===== config.mk =====
export PLATFORM = sky130hd
export DESIGN_NAME = serial_comm_unit
export DESIGN_NICKNAME = d
export VERILOG_FILES = /design/src/include/sci_pkg.sv /design/src/include/bit_timing_if.sv /design/src/baud_gen.sv /design/src/serial_comm_unit.sv
export SDC_FILE = /design/constraint.sdc
export NUM_CORES = 1
export LEC_CHECK = 0
export BUFFER_PORTS_ARGS = -buffer_cell sky130_fd_sc_hd__buf_4
export CELL_PAD_IN_SITES_DETAIL_PLACEMENT = 1
export CELL_PAD_IN_SITES_GLOBAL_PLACEMENT = 2
export CORE_MARGIN = 1.5
export CORE_UTILIZATION = 36
export CTS_BUF_LIST = sky130_fd_sc_hd__clkbuf_2
export CTS_CLUSTER_DIAMETER = 50
export DETAILED_ROUTE_END_ITERATION = 10
export PLACE_DENSITY_LB_ADDON = 0.1
export SYNTH_ARGS = -nofsm -noshare
export SYNTH_HDL_FRONTEND = slang
export SYNTH_HIERARCHICAL = 1
export SYNTH_SLANG_ARGS = --single-unit

===== constraint.sdc =====
create_clock -name sys_clk -period 2.4 [get_ports sys_clk]
set_input_delay 0 -clock sys_clk [delete_from_list [all_inputs] [get_ports sys_clk]]
set_output_delay 0 -clock sys_clk [all_outputs]
set_load 0.05 [all_outputs]

===== src/include/sci_pkg.sv =====
package serial_pkg;

    // Register map, byte addresses
    localparam int ADDR_W = 8;
    localparam int DATA_W = 32;
    localparam logic [7:0] OFS_CTRL = 8'h00;
    localparam logic [7:0] OFS_BAUD = 8'h04;
    localparam logic [7:0] OFS_STATUS = 8'h08;
    localparam logic [7:0] OFS_TXDATA = 8'h0c;
    localparam logic [7:0] OFS_RXDATA = 8'h10;

    // Control register fields
    localparam int CTRL_W = 6;
    localparam int CTRL_TX_EN = 0;
    localparam int CTRL_RX_EN = 1;
    localparam int CTRL_SYNC = 2;
    localparam int CTRL_EXT_CLK = 3;
    localparam int CTRL_PAR_EN = 4;
    localparam int CTRL_PAR_ODD = 5;
    localparam logic [5:0] CTRL_RST = 6'h00;

    // Status register fields
    localparam int ST_TX_EMPTY = 0;
    localparam int ST_RX_FULL = 1;
    localparam int ST_OVERRUN = 2;
    localparam int ST_FRAMING = 3;
    localparam int ST_PARITY = 4;
    localparam int ST_TX_END = 5;

    localparam int DIV_W = 16;
    localparam logic [15:0] BAUD_RST = 16'h0000;

    // Bit timing on the sixteen-times base clock
    localparam logic [3:0] OVERSAMPLE_LAST = 4'hf;
    localparam logic [3:0] SAMPLE_TICK = 4'h7;
    localparam logic [3:0] FRAME_BITS = 4'ha;
    localparam logic [3:0] FRAME_BITS_PAR = 4'hb;
    localparam logic [3:0] SYNC_BITS = 4'h8;
    localparam logic [3:0] SYNC_LAST_IDX = 4'h7;
    localparam logic [3:0] STOP_IDX = 4'h9;
    localparam logic [3:0] STOP_IDX_PAR = 4'ha;
    localparam logic [3:0] PAR_IDX = 4'h9;

    // Delay from last clocked bit to receive completion, system clocks
    localparam logic [1:0] EXT_DONE_DLY = 2'h3;
    localparam logic [1:0] INT_DONE_DLY = 2'h2;

    typedef enum logic {TX_IDLE, TX_SHIFT} tx_state_t;
    typedef enum logic [1:0] {RX_IDLE, RX_FRAME, RX_PEND} rx_state_t;

endpackage


===== src/include/bit_timing_if.sv =====
`timescale 1ns/1ps
`default_nettype none
interface bit_timing_if #(parameter int DIV_W = 16);
    logic [DIV_W-1:0] divisor;
    logic tick;
    modport gen (input divisor, output tick);
    modport user (output divisor, input tick);
endinterface
`default_nettype wire


===== src/baud_gen.sv =====
`timescale 1ns/1ps
`default_nettype none
module baud_gen #(parameter int DIV_W = 16) (
    // Clock and reset
    input wire logic sys_clk,
    input wire logic rstn,
    // Base clock
    bit_timing_if.gen bt
);
    logic [DIV_W-1:0] cnt_r;
    logic tick_r;

    // One tick every divisor+1 clocks
    always_ff @(posedge sys_clk) begin
        if (!rstn) begin
            cnt_r <= '0;
            tick_r <= 1'b0;
        end else if (cnt_r >= bt.divisor) begin
            cnt_r <= '0;
            tick_r <= 1'b1;
        end else begin
            cnt_r <= cnt_r + 1'b1;
            tick_r <= 1'b0;
        end
    end

    assign bt.tick = tick_r;

endmodule
`default_nettype wire


===== src/serial_comm_unit.sv =====
// Design decisions made here: the register addresses and the address-and-strobe port.
`timescale 1ns/1ps
`default_nettype none
module serial_comm_unit (
    // Clock and reset
    input wire logic sys_clk,
    input wire logic rstn,
    // Register port
    input wire logic [serial_pkg::ADDR_W-1:0] addr,
    input wire logic [serial_pkg::DATA_W-1:0] wr_data,
    input wire logic wr_en,
    input wire logic rd_en,
    input wire logic dma_sel,
    output logic [serial_pkg::DATA_W-1:0] rd_data,
    // Requests
    output logic tx_empty_irq,
    output logic rx_full_irq,
    output logic rx_error_irq,
    // Serial pins
    input wire logic rxd_in,
    output logic txd_out,
    output logic txd_oe,
    input wire logic sck_in,
    output logic sck_out,
    output logic sck_oe,
    // Port fallback for the transmit pin
    input wire logic port_data_bit,
    input wire logic pin_function_ctrl
);
    import serial_pkg::*;

    function automatic logic hit(input logic [ADDR_W-1:0] a, input logic [ADDR_W-1:0] ofs);
        return a == ofs;
    endfunction

    logic [CTRL_W-1:0] ctrl_r;
    logic [DIV_W-1:0] baud_r;
    logic [7:0] tx_data_r, rx_data_r;
    logic tx_empty_r, rx_full_r, ovr_r, fer_r, per_r, tx_end_r;
    logic [DATA_W-1:0] rd_data_r, rd_nxt;
    logic tx_en, rx_en, sync, ext, par_en, par_odd, err_any;
    logic wr_ctrl, wr_baud, wr_st, wr_txd, dma_rxd_rd;
    logic rxd_s1, rxd_s2, rxd_d_r, sck_s1, sck_s2, sck_d_r;
    logic rxd_fall, sck_rise, sck_fall, tick;
    logic sck_int_r, int_run, int_rise, int_fall, bit_rise, bit_fall, rx_only_run;
    tx_state_t tx_state_r;
    logic [10:0] tx_shift_r;
    logic [3:0] tx_bits_r, tx_cnt_r;
    logic tx_first_r, tx_load, tx_bit_end;
    rx_state_t rx_state_r;
    logic [3:0] rx_cnt_r, rx_idx_r, stop_idx;
    logic [7:0] rx_shift_r;
    logic rx_par_r, brk_r, rx_sample;
    logic [1:0] rx_dly_r;
    logic async_done, sync_done, rx_done, nocopy, done_fe, done_pe;
    logic txd_out_r, txd_oe_r, sck_oe_r;

    bit_timing_if #(.DIV_W(DIV_W)) bt ();
    assign bt.divisor = baud_r;
    assign tick = bt.tick;

    baud_gen #(.DIV_W(DIV_W)) u_baud (
        .sys_clk(sys_clk),
        .rstn(rstn),
        .bt(bt)
    );

    assign tx_en = ctrl_r[CTRL_TX_EN];
    assign rx_en = ctrl_r[CTRL_RX_EN];
    assign sync = ctrl_r[CTRL_SYNC];
    assign ext = ctrl_r[CTRL_EXT_CLK];
    assign par_en = ctrl_r[CTRL_PAR_EN];
    assign par_odd = ctrl_r[CTRL_PAR_ODD];
    assign err_any = ovr_r | fer_r | per_r;

    assign wr_ctrl = wr_en && hit(addr, OFS_CTRL);
    assign wr_baud = wr_en && hit(addr, OFS_BAUD);
    assign wr_st = wr_en && hit(addr, OFS_STATUS);
    assign wr_txd = wr_en && hit(addr, OFS_TXDATA);
    assign dma_rxd_rd = rd_en && dma_sel && hit(addr, OFS_RXDATA);

    // Pin synchronisers
    always_ff @(posedge sys_clk) begin
        if (!rstn) begin
            rxd_s1 <= 1'b1;
            rxd_s2 <= 1'b1;
            rxd_d_r <= 1'b1;
            sck_s1 <= 1'b1;
            sck_s2 <= 1'b1;
            sck_d_r <= 1'b1;
        end else begin
            rxd_s1 <= rxd_in;
            rxd_s2 <= rxd_s1;
            rxd_d_r <= rxd_s2;
            sck_s1 <= sck_in;
            sck_s2 <= sck_s1;
            sck_d_r <= sck_s2;
        end
    end

    assign rxd_fall = rxd_d_r & ~rxd_s2;
    assign sck_rise = sck_s2 & ~sck_d_r;
    assign sck_fall = sck_d_r & ~sck_s2;

    // Internal serial clock, idles high
    assign rx_only_run = rx_en & ~tx_en & ~err_any & (rx_state_r != RX_PEND);
    assign int_run = sync & ~ext & ((tx_state_r == TX_SHIFT) | rx_only_run);
    always_ff @(posedge sys_clk) begin
        if (!rstn || !sync || ext) begin
            sck_int_r <= 1'b1;
        end else if (tick && (int_run || !sck_int_r)) begin
            sck_int_r <= ~sck_int_r;
        end
    end
    assign int_rise = tick & ~sck_int_r;
    assign int_fall = tick & sck_int_r & int_run;
    assign bit_rise = ext ? sck_rise : int_rise;
    assign bit_fall = ext ? sck_fall : int_fall;

    // Register writes
    always_ff @(posedge sys_clk) begin
        if (!rstn) begin
            ctrl_r <= CTRL_RST;
            baud_r <= BAUD_RST;
        end else begin
            if (wr_ctrl) begin
                ctrl_r <= wr_data[CTRL_W-1:0];
            end
            if (wr_baud) begin
                baud_r <= wr_data[DIV_W-1:0];
            end
        end
    end

    always_ff @(posedge sys_clk) begin
        if (!rstn) begin
            tx_data_r <= 8'h00;
        end else if (wr_txd) begin
            tx_data_r <= wr_data[7:0];
        end
    end

    assign tx_load = tx_en & (tx_state_r == TX_IDLE) & ~tx_empty_r & ~wr_txd & ~(sync & err_any);
    assign tx_bit_end = (tx_state_r == TX_SHIFT) && (tx_bits_r == 4'h1) &&
        (sync ? bit_rise : (tick && tx_cnt_r == OVERSAMPLE_LAST));

    always_ff @(posedge sys_clk) begin
        if (!rstn || !tx_en) begin
            tx_state_r <= TX_IDLE;
            tx_shift_r <= '1;
            tx_bits_r <= 4'h0;
            tx_cnt_r <= 4'h0;
            tx_first_r <= 1'b1;
        end else begin
            unique case (tx_state_r)
                TX_IDLE: begin
                    if (tx_load) begin
                        tx_state_r <= TX_SHIFT;
                        tx_cnt_r <= 4'h0;
                        tx_first_r <= 1'b1;
                        if (sync) begin
                            tx_shift_r <= {3'h7, tx_data_r};
                            tx_bits_r <= SYNC_BITS;
                        end else if (par_en) begin
                            tx_shift_r <= {1'b1, (^tx_data_r) ^ par_odd, tx_data_r, 1'b0};
                            tx_bits_r <= FRAME_BITS_PAR;
                        end else begin
                            tx_shift_r <= {2'h3, tx_data_r, 1'b0};
                            tx_bits_r <= FRAME_BITS;
                        end
                    end
                end
                TX_SHIFT: begin
                    if (!sync) begin
                        if (tick) begin
                            tx_cnt_r <= tx_cnt_r + 4'h1;
                            if (tx_cnt_r == OVERSAMPLE_LAST) begin
                                tx_shift_r <= {1'b1, tx_shift_r[10:1]};
                                tx_bits_r <= tx_bits_r - 4'h1;
                            end
                        end
                    end else begin
                        if (bit_fall && !tx_first_r) begin
                            tx_shift_r <= {1'b1, tx_shift_r[10:1]};
                        end
                        if (bit_rise) begin
                            tx_first_r <= 1'b0;
                            tx_bits_r <= tx_bits_r - 4'h1;
                        end
                    end
                    if (tx_bit_end) begin
                        tx_state_r <= TX_IDLE;
                    end
                end
            endcase
        end
    end

    // Receiver
    assign stop_idx = par_en ? STOP_IDX_PAR : STOP_IDX;
    assign rx_sample = (rx_state_r == RX_FRAME) && !sync && tick && (rx_cnt_r == SAMPLE_TICK);
    assign async_done = rx_sample && (rx_idx_r == stop_idx);
    assign sync_done = (rx_state_r == RX_PEND) && (rx_dly_r == 2'h1);
    assign nocopy = sync_done & ~rx_en;
    assign rx_done = async_done | sync_done;
    // Low stop bit is framing error
    assign done_fe = async_done & ~rxd_s2;
    assign done_pe = async_done & par_en & ((^{rx_shift_r, rx_par_r}) != par_odd);

    always_ff @(posedge sys_clk) begin
        if (!rstn) begin
            rx_state_r <= RX_IDLE;
            rx_cnt_r <= 4'h0;
            rx_idx_r <= 4'h0;
            rx_shift_r <= 8'h00;
            rx_par_r <= 1'b0;
            rx_dly_r <= 2'h0;
            brk_r <= 1'b0;
        end else begin
            if (rxd_s2) begin
                brk_r <= 1'b0;
            end
            unique case (rx_state_r)
                RX_IDLE: begin
                    // Start edge, or line still low after a break
                    if (rx_en && !sync && !rxd_s2 && (rxd_fall || brk_r)) begin
                        rx_state_r <= RX_FRAME;
                        rx_cnt_r <= 4'h0;
                        rx_idx_r <= 4'h0;
                    end else if (rx_en && sync && bit_rise) begin
                        rx_state_r <= RX_FRAME;
                        rx_shift_r <= {rxd_s2, rx_shift_r[7:1]};
                        rx_idx_r <= 4'h1;
                    end
                end
                RX_FRAME: begin
                    if (!rx_en) begin
                        rx_state_r <= RX_IDLE;
                    end else if (!sync) begin
                        if (tick) begin
                            rx_cnt_r <= rx_cnt_r + 4'h1;
                        end
                        if (rx_sample) begin
                            rx_idx_r <= rx_idx_r + 4'h1;
                            if (rx_idx_r == 4'h0 && rxd_s2) begin
                                rx_state_r <= RX_IDLE;
                            end else if (rx_idx_r >= 4'h1 && rx_idx_r <= SYNC_BITS) begin
                                rx_shift_r <= {rxd_s2, rx_shift_r[7:1]};
                            end else if (par_en && rx_idx_r == PAR_IDX) begin
                                rx_par_r <= rxd_s2;
                            end
                            if (async_done) begin
                                rx_state_r <= RX_IDLE;
                                brk_r <= ~rxd_s2;
                            end
                        end
                    end else if (bit_rise) begin
                        rx_shift_r <= {rxd_s2, rx_shift_r[7:1]};
                        rx_idx_r <= rx_idx_r + 4'h1;
                        if (rx_idx_r == SYNC_LAST_IDX) begin
                            rx_state_r <= RX_PEND;
                            rx_dly_r <= ext ? EXT_DONE_DLY : INT_DONE_DLY;
                        end
                    end
                end
                RX_PEND: begin
                    rx_dly_r <= rx_dly_r - 2'h1;
                    if (sync_done) begin
                        rx_state_r <= RX_IDLE;
                    end
                end
                default: begin
                    rx_state_r <= RX_IDLE;
                end
            endcase
        end
    end

    always_ff @(posedge sys_clk) begin
        if (!rstn) begin
            rx_data_r <= 8'h00;
        end else if (rx_done && !rx_full_r && !nocopy) begin
            rx_data_r <= rx_shift_r;
        end
    end

    // Status flags; hardware set beats software clear, except tx_empty_r: a TXDATA write blocks tx_load
    always_ff @(posedge sys_clk) begin
        if (!rstn) begin
            tx_empty_r <= 1'b1;
            tx_end_r <= 1'b1;
            rx_full_r <= 1'b0;
            ovr_r <= 1'b0;
            fer_r <= 1'b0;
            per_r <= 1'b0;
        end else begin
            tx_empty_r <= tx_load | (tx_empty_r & ~wr_txd);
            tx_end_r <= (tx_bit_end & tx_empty_r) | (tx_end_r & ~wr_txd);
            rx_full_r <= (rx_done & (nocopy | rx_full_r | (~done_fe & ~done_pe & ~err_any))) |
                (rx_full_r & ~dma_rxd_rd & ~(wr_st & ~wr_data[ST_RX_FULL]));
            ovr_r <= (rx_done & rx_full_r & ~nocopy) | (ovr_r & ~(wr_st & ~wr_data[ST_OVERRUN]));
            fer_r <= done_fe | (fer_r & ~(wr_st & ~wr_data[ST_FRAMING]));
            per_r <= done_pe | (per_r & ~(wr_st & ~wr_data[ST_PARITY]));
        end
    end

    // Read port, data one cycle after the strobe
    always_comb begin
        rd_nxt = '0;
        if (rd_en) begin
            if (hit(addr, OFS_CTRL)) begin
                rd_nxt[CTRL_W-1:0] = ctrl_r;
            end else if (hit(addr, OFS_BAUD)) begin
                rd_nxt[DIV_W-1:0] = baud_r;
            end else if (hit(addr, OFS_STATUS)) begin
                rd_nxt[ST_TX_EMPTY] = tx_empty_r;
                rd_nxt[ST_RX_FULL] = rx_full_r;
                rd_nxt[ST_OVERRUN] = ovr_r;
                rd_nxt[ST_FRAMING] = fer_r;
                rd_nxt[ST_PARITY] = per_r;
                rd_nxt[ST_TX_END] = tx_end_r;
            end else if (hit(addr, OFS_TXDATA)) begin
                rd_nxt[7:0] = tx_data_r;
            end else if (hit(addr, OFS_RXDATA)) begin
                rd_nxt[7:0] = rx_data_r;
            end
        end
    end

    // Disabled transmitter hands pin to port
    always_ff @(posedge sys_clk) begin
        if (!rstn) begin
            rd_data_r <= '0;
            txd_out_r <= 1'b1;
            txd_oe_r <= 1'b0;
            sck_oe_r <= 1'b0;
        end else begin
            rd_data_r <= rd_nxt;
            txd_out_r <= tx_en ? tx_shift_r[0] : port_data_bit;
            txd_oe_r <= tx_en | pin_function_ctrl;
            sck_oe_r <= sync & ~ext & (tx_en | rx_en);
        end
    end

    assign rd_data = rd_data_r;
    assign txd_out = txd_out_r;
    assign txd_oe = txd_oe_r;
    assign sck_out = sck_int_r;
    assign sck_oe = sck_oe_r;
    assign tx_empty_irq = tx_empty_r;
    assign rx_full_irq = rx_full_r;
    assign rx_error_irq = err_any;
endmodule
`default_nettype wire


==> results of run 1 <==
==> placed cells by master, fill, tap and decap left out, types with 8 or more instances in the layout <==
cell           Yosys  layout
a21oi_1           53      52
conb_1             1      16
xnor2_1           19      19
o21ai_0           29      29
nand2b_1          14      13
buf_4             16      77
nand4_1           21      21
nand2_1           72      72
nor3_1            21      19
mux2i_1           36      36
dfxtp_1          129     129
nor2_1            85      85
inv_1             32      32
and2_1            11      11
nand3_1           36      36
ha_1              25      25
or4_1             18      18
clkbuf_2           0      19
o2111ai_1          8       8
xor2_1            11      11
dlygate4sd3_1      0      60
==> registers in the layout, indices dropped and copies added, names as in the netlist, 2 cells and up <==
signal	cells
rx_cnt_r	4
rx_shift_r	8
tx_bits_r	4
ctrl_r	6
rx_dly_r	2
u_baud/cnt_r	16
rx_state_r	2
tx_cnt_r	4
tx_shift_r	10
tx_data_r	8
baud_r	16
rd_data	16
rx_idx_r	4
rx_data_r	8
==> per-stage QoR <==
| step | util | hold WS, ns |
|---|---|---|
| finish | 0.455 | 0.0927 |
| global route | 0.455 | 0.0847 |
| floorplan | - | 0.101 |
| detailed placement | 0.405 | 0.189 |
| global placement | 0.405 | 0.181 |
| CTS | 0.451 | 0.00735 |
==> logic make-up (layout without fill, tap and decap cells) <==
family | after synthesis | in the layout | synth area share
other | 1 | 17 | 0.000561
AOI/OAI and AO/OA | 153 | 153 | 0.156
muxes | 36 | 36 | 0.0539
DFF | 129 | 129 | 0.386
buffers and inverters | 88 | 205 | 0.0629
adders and majority gates | 25 | 25 | 0.0468
xor gates and xnor gates | 32 | 32 | 0.0461
and+or+nand+nor | 324 | 324 | 0.247
==> critical path, stage by stage <==
cell and delay [ns]:
dlygate4sd3_1 0.53, buf_4 0.22, or4b_4 0.51, nor3_2 0.16, dlygate4sd3_1 0.60, buf_6 0.19, nand3_1 0.11, dlygate4sd3_1 0.58
a21oi_1 0.12
==> worst min-delay path by stage <==
stage | from | end | slack, ns | cells after the start
6_report | addr[1] | rd_data[10] | 0.09 | 5
3_5_place_dp | sck_in | sck_s1 | 0.19 | 2
2_1_floorplan | rxd_in | rxd_s1 | 0.10 | 1
4_1_cts | addr[1] | rd_data[10] | 0.007 | 5
3_3_place_gp | sck_in | sck_s1 | 0.18 | 2
5_1_grt | wr_data[2] | tx_data_r[2] | 0.08 | 4
==> layout make-up <==
class	count	area (um^2)	area share
Multi-Input combinational cell	586	3790	0.461
Sequential cell	129	2580	0.314
Timing Repair Buffer	138	1190	0.145
Tap cell	229	287	0.0348
Clock inverter	13	144	0.0175
Inverter	35	131	0.0160
Clock buffer	19	95.1	0.0116
Antenna cell	1	2.50	0.000304
==> layer usage <==
layer,wire (um),track usage,vias to the layer above
met5,0,0,-
met4,278,0.0728,0
met3,546,0.0334,17
met2,10100,0.382,102
met1,9770,0.279,3028
li1,-,-,3028
==> where the power goes <==
group	switching, uW	internal, uW
registers	5.11	2150
logic	167	105
clock network	850	573
==> repair_timing <==
| action | in CTS | in global routing |
|---|---|---|
| hold endpoints to repair | 103 | 0 |
| hold buffers | 60 | 0 |
| setup endpoints to repair | 8 | 38 |
| gates resized for setup | 1 | 11 |
| cloned | 0 | 0 |
==> results.json, run 1 <==
{
  "htree_levels": 4,
  "r2r-end": "tx_shift_r[2]",
  "die_w_um": 139,
  "num-nets-final": 981,
  "fin_tns_setup_ns": 0,
  "synth_area_leaders": "dfxtp_1 (39%), mux2i_1 (5.4%), nor2_1 (4.8%)",
  "crit_start": "addr[2]",
  "yosys.cell_count.top_type": "dfxtp_1",
  "antenna_left": 0,
  "finalMaxSlewViolations": 0,
  "p_leak_uw": 0.00303,
  "grt_pass1_wl_mm": 34.1,
  "tritoncts": "built",
  "ys_seq_area_frac": 0.386,
  "vias": 6175,
  "place_inst": 1057,
  "final-setup-viol-count": 0,
  "drc": 3,
  "dp_hpwl_mm": 14.5,
  "critPathCaptureType": "flip-flop",
  "synth-edff-count": 0,
  "drive_above_1_share": 0.142,
  "max-clock-path-buffers": 2,
  "post-layout-total-power_uw": 3850,
  "cp-start-kind": "primary input",
  "p_per_area_nw_per_um2": 468,
  "cts-root-buf": "clkbuf_2",
  "relSlewSlack": 0.499,
  "synth_warnings": 6,
  "clock-skew-final_ns": 0.0326,
  "globalplace.congestion": 0.780,
  "drt_iter0_drc": 325,
  "worstPathArrival_ns": 3.01,
  "synth.distinct_cells": 77,
  "post_drt_via_cell_ratio": 5.37,
  "status": "finished with violations",
  "worst_r2r_startpoint": "per_r",
  "dpl_cell_area_um2": 7320,
  "ir_worst_vdd_mv": 0.234,
  "wire_per_inst_um": 18.0,
  "synthFlopType": "dfxtp_1",
  "syn_area_um2": 6680,
  "die_area_um2": 19400,
  "ys_async_sr_fraction": 0,
  "finalCritPeriodShare": 0.979,
  "floorplan.initialDensity": 0.369,
  "max_freq_mhz": 426,
  "pre_cts_ws_ns": -0.197,
  "worst_slew_pin_slew_ns": 0.752,
  "pin_count": 88,
  "stdcell_area_um2": 8230,
  "clock_sink_count": 129,
  "syn_inst": 788,
  "maxCapViolations": 0,
  "failed_checks": "DRC",
  "hold_violations": 0,
  "yosysTopAreaCellShare": 0.386,
  "dr.pass1.iters": 7,
  "path_class": "primary input to flip-flop",
  "grt_pass1_vias": 6528,
  "setup_ws_ns": 0.0513,
  "grt_max_degree": 52,
  "rows": 49,
  "stdcell_count": 1150,
  "hp-class": "primary input to flip-flop",
  "core-area_um2": 18100,
  "die_h_um": 139,
  "period_needed_ns": 2.35,
  "filler_cell_count": 2130,
  "r2r_cells": 6,
  "track_usage": 0.220,
  "grt.overflow.total": 0,
  "antenna_found_initial": 1,
  "clkLatencyLatePin_ns": 0.73,
  "cts_buffers": 17,
  "path_clk_slew_ns": 0.22,
  "wirelength_mm": 20.7,
  "yosys.area.top_type": "dfxtp_1",
  "portBuffers": 55,
  "postCtsSetupRepairBufs": 0,
  "required_ns": 3.06,
  "avgSynthCellArea_um2": 8.48,
  "synthTopCellsByCount": "dfxtp_1 (129), nor2_1 (85), nand2_1 (72), a21oi_1 (53)",
  "crit_end": "baud_r[14]",
  "worstPathMaxFanout": 15,
  "r2r_slack_ns": 0.14,
  "layout-area-overhead-vs-synth_pct": 23.1,
  "synth.ff_latch_count": 129
}
Power figures use the tool's default switching activity.
==> inputs of run 2 (changes only) <==
Settings changed: CORE_UTILIZATION 36 to 35, CTS_BUF_LIST sky130_fd_sc_hd__clkbuf_2 to sky130_fd_sc_hd__clkbuf_4 sky130_fd_sc_hd__clkbuf_8 sky130_fd_sc_hd__clkbuf_16, SETUP_SLACK_MARGIN from default to 0.5.
==> run 2 against run 1 <==
  * The flow now finishes without violations
  * Sequential share of layout area down 3.7 points
  * Clock skew down 0.017 ns
  * Sequential power about the same
  * First-iteration DRC count down 20%
  * Worst setup slack better by 0.26 ns
==> results.json, run 2 (synthesized netlist as in run 1, its figures left out) <==
{
  "wire_per_inst_um": 19.9,
  "worst_slew_pin_slew_ns": 0.688,
  "worstPathMaxFanout": 4,
  "core-area_um2": 18700,
  "maxCapViolations": 0,
  "grt.busiest_layer": "met2",
  "rows": 50,
  "grt.overflow.total": 0,
  "clock-skew-final_ns": 0.0153,
  "path_buf_inv": 4,
  "hold_violations": 0,
  "drive_above_1_share": 0.305,
  "cp_top_family": "simple AND/OR/NAND/NOR gates",
  "fin_tns_setup_ns": 0,
  "fin_util": 0.509,
  "die_w_um": 141,
  "p_leak_uw": 0.00353,
  "pin_count": 88,
  "diodes": 0,
  "max-clock-path-buffers": 2,
  "layout-area-overhead-vs-synth_pct": 42.4,
  "vias": 6503,
  "grt_pass1_vias": 6697,
  "max_stage_delay_ns": 0.45,
  "max_freq_mhz": 480,
  "track_usage": 0.232,
  "drc": 0,
  "drt_iter0_drc": 259,
  "grt_pass1_wl_mm": 36.0,
  "wirelength_mm": 23.8,
  "htree_levels": 4,
  "dr.pass1.iters": 4,
  "final_common_cell": "buf_4",
  "finalMaxSlewViolations": 0,
  "globalplace.congestion": 0.773,
  "antenna_found_initial": 0,
  "path_clk_slew_ns": 0.06,
  "tritoncts": "built",
  "die_area_um2": 19900,
  "relSlewSlack": 0.540,
  "grt_max_degree": 52,
  "path_common_cell": "buf_4",
  "ir_worst_vdd_mv": 0.532,
  "cp-start-kind": "flip-flop",
  "antenna_left": 0,
  "clkLatencyLatePin_ns": 0.43,
  "met2_usage": 0.403,
  "required_ns": 2.76,
  "num-nets-final": 1023,
  "final-setup-viol-count": 0,
  "hold_ws_ns": 0.0958,
  "hp-class": "primary input to flip-flop",
  "critPathSlowestCell": "or4_4",
  "worstPathArrival_ns": 2.44,
  "p_per_area_nw_per_um2": 552,
  "portBuffers": 55,
  "crit_chain": "nor3_4 > bufinv_8 > or4_4 > buf_4 > a211oi_4 > buf_4 > buf_6 > nor3_1 > o21ai_1",
  "grt_util_met3": 0.0493,
  "clock_sink_count": 129,
  "grtUsageMet1": 0.290,
  "dp_hpwl_mm": 14.8,
  "critPathCaptureType": "flip-flop",
  "cts-root-buf": "clkbuf_16",
  "status": "complete, no violations",
  "floorplan.initialDensity": 0.357,
  "finalCritPeriodShare": 0.869,
  "die_h_um": 141,
  "rsz0062_at_grt": "yes",
  "post_drt_via_cell_ratio": 5.44,
  "filler_cell_count": 2137,
  "cts_buffers": 17,
  "period_needed_ns": 2.09,
  "final_cell_mix": "buf_4 (126), dfxtp_1 (103), nor2_1 (73)",
  "path_class": "flip-flop to flip-flop"
}
run 2: cell count changes in the layout (fill, tap and decap cells not counted), moves of 8 or more:
| cell | change |
|---|---|
| clkbuf_16 | +17 |
| dlygate4sd3_1 | -27 |
| buf_4 | +49 |
| nor2_2 | +11 |
| buf_6 | +13 |
| nor2_1 | -12 |
| ha_1 | -8 |
| dfxtp_2 | +20 |
| clkbuf_2 | -19 |
| dfxtp_1 | -26 |
run 2: final timing paths:
check                  endpoint  cells after the start  startpoint  slack [ns]
setup / recovery  tx_shift_r[6]                      9       fer_r        0.31
setup reg to reg  tx_shift_r[6]                      9       fer_r        0.31
hold reg to reg          sck_s2                      1      sck_s1        0.42
hold / removal       rd_data[2]                      4     addr[3]         0.1
run 2: layout make-up:
cell class | count | area [um^2] | share of cell area
repair buffers | 175 | 1470 | 0.155
inverters | 35 | 145 | 0.0153
clock inverters | 11 | 176 | 0.0185
clock buffers | 20 | 467 | 0.0491
flip-flops and latches | 129 | 2630 | 0.276
well taps | 234 | 293 | 0.0308
multi-input cells | 591 | 4330 | 0.455
run 2: tightest hold or removal path, cell delays in order:
cell and delay (ns):
buf_4 0.19, o21ai_0 0.12, o31ai_1 0.09, nor4_1 0.06
run 2: metrics by stage:
step	setup WS [ns]	cell area [um^2]	instances	power (uW)
2_1_floorplan	0.382	6810	803	2350
3_3_place_gp	-0.00197	7400	1062	2410
3_5_place_dp	-0.234	7400	1062	2410
4_1_cts	0.349	8950	1162	5280
5_1_grt	0.275	9510	1195	5420
6_report	0.315	9510	1195	5250
run 2: timing repair:
item	in CTS	in global routing
resized for setup	71	68
pin swaps	27	54
endpoints found under the hold margin	40	0
setup buffers	32	30
hold buffers	33	0
endpoints found under the setup margin	58	61
cloned	4	3
run 2: where the power goes:
| part | total (uW) | switching, uW | leakage (uW) | internal, uW |
|---|---|---|---|---|
| registers | 2150 | 5.50 | 0.00106 | 2140 |
| clock network | 2850 | 1020 | 0.000313 | 1820 |
| logic | 253 | 165 | 0.00216 | 88.1 |
run 2: routing by layer:
metal | vias to the layer above | part of all wire | routed length, um
li1 | 3124 | - | -
met1 | 3251 | 0.45 | 10700
met2 | 104 | 0.50 | 11900
met3 | 24 | 0.035 | 842
met4 | 0 | 0.013 | 314
met5 | - | 0 | 0
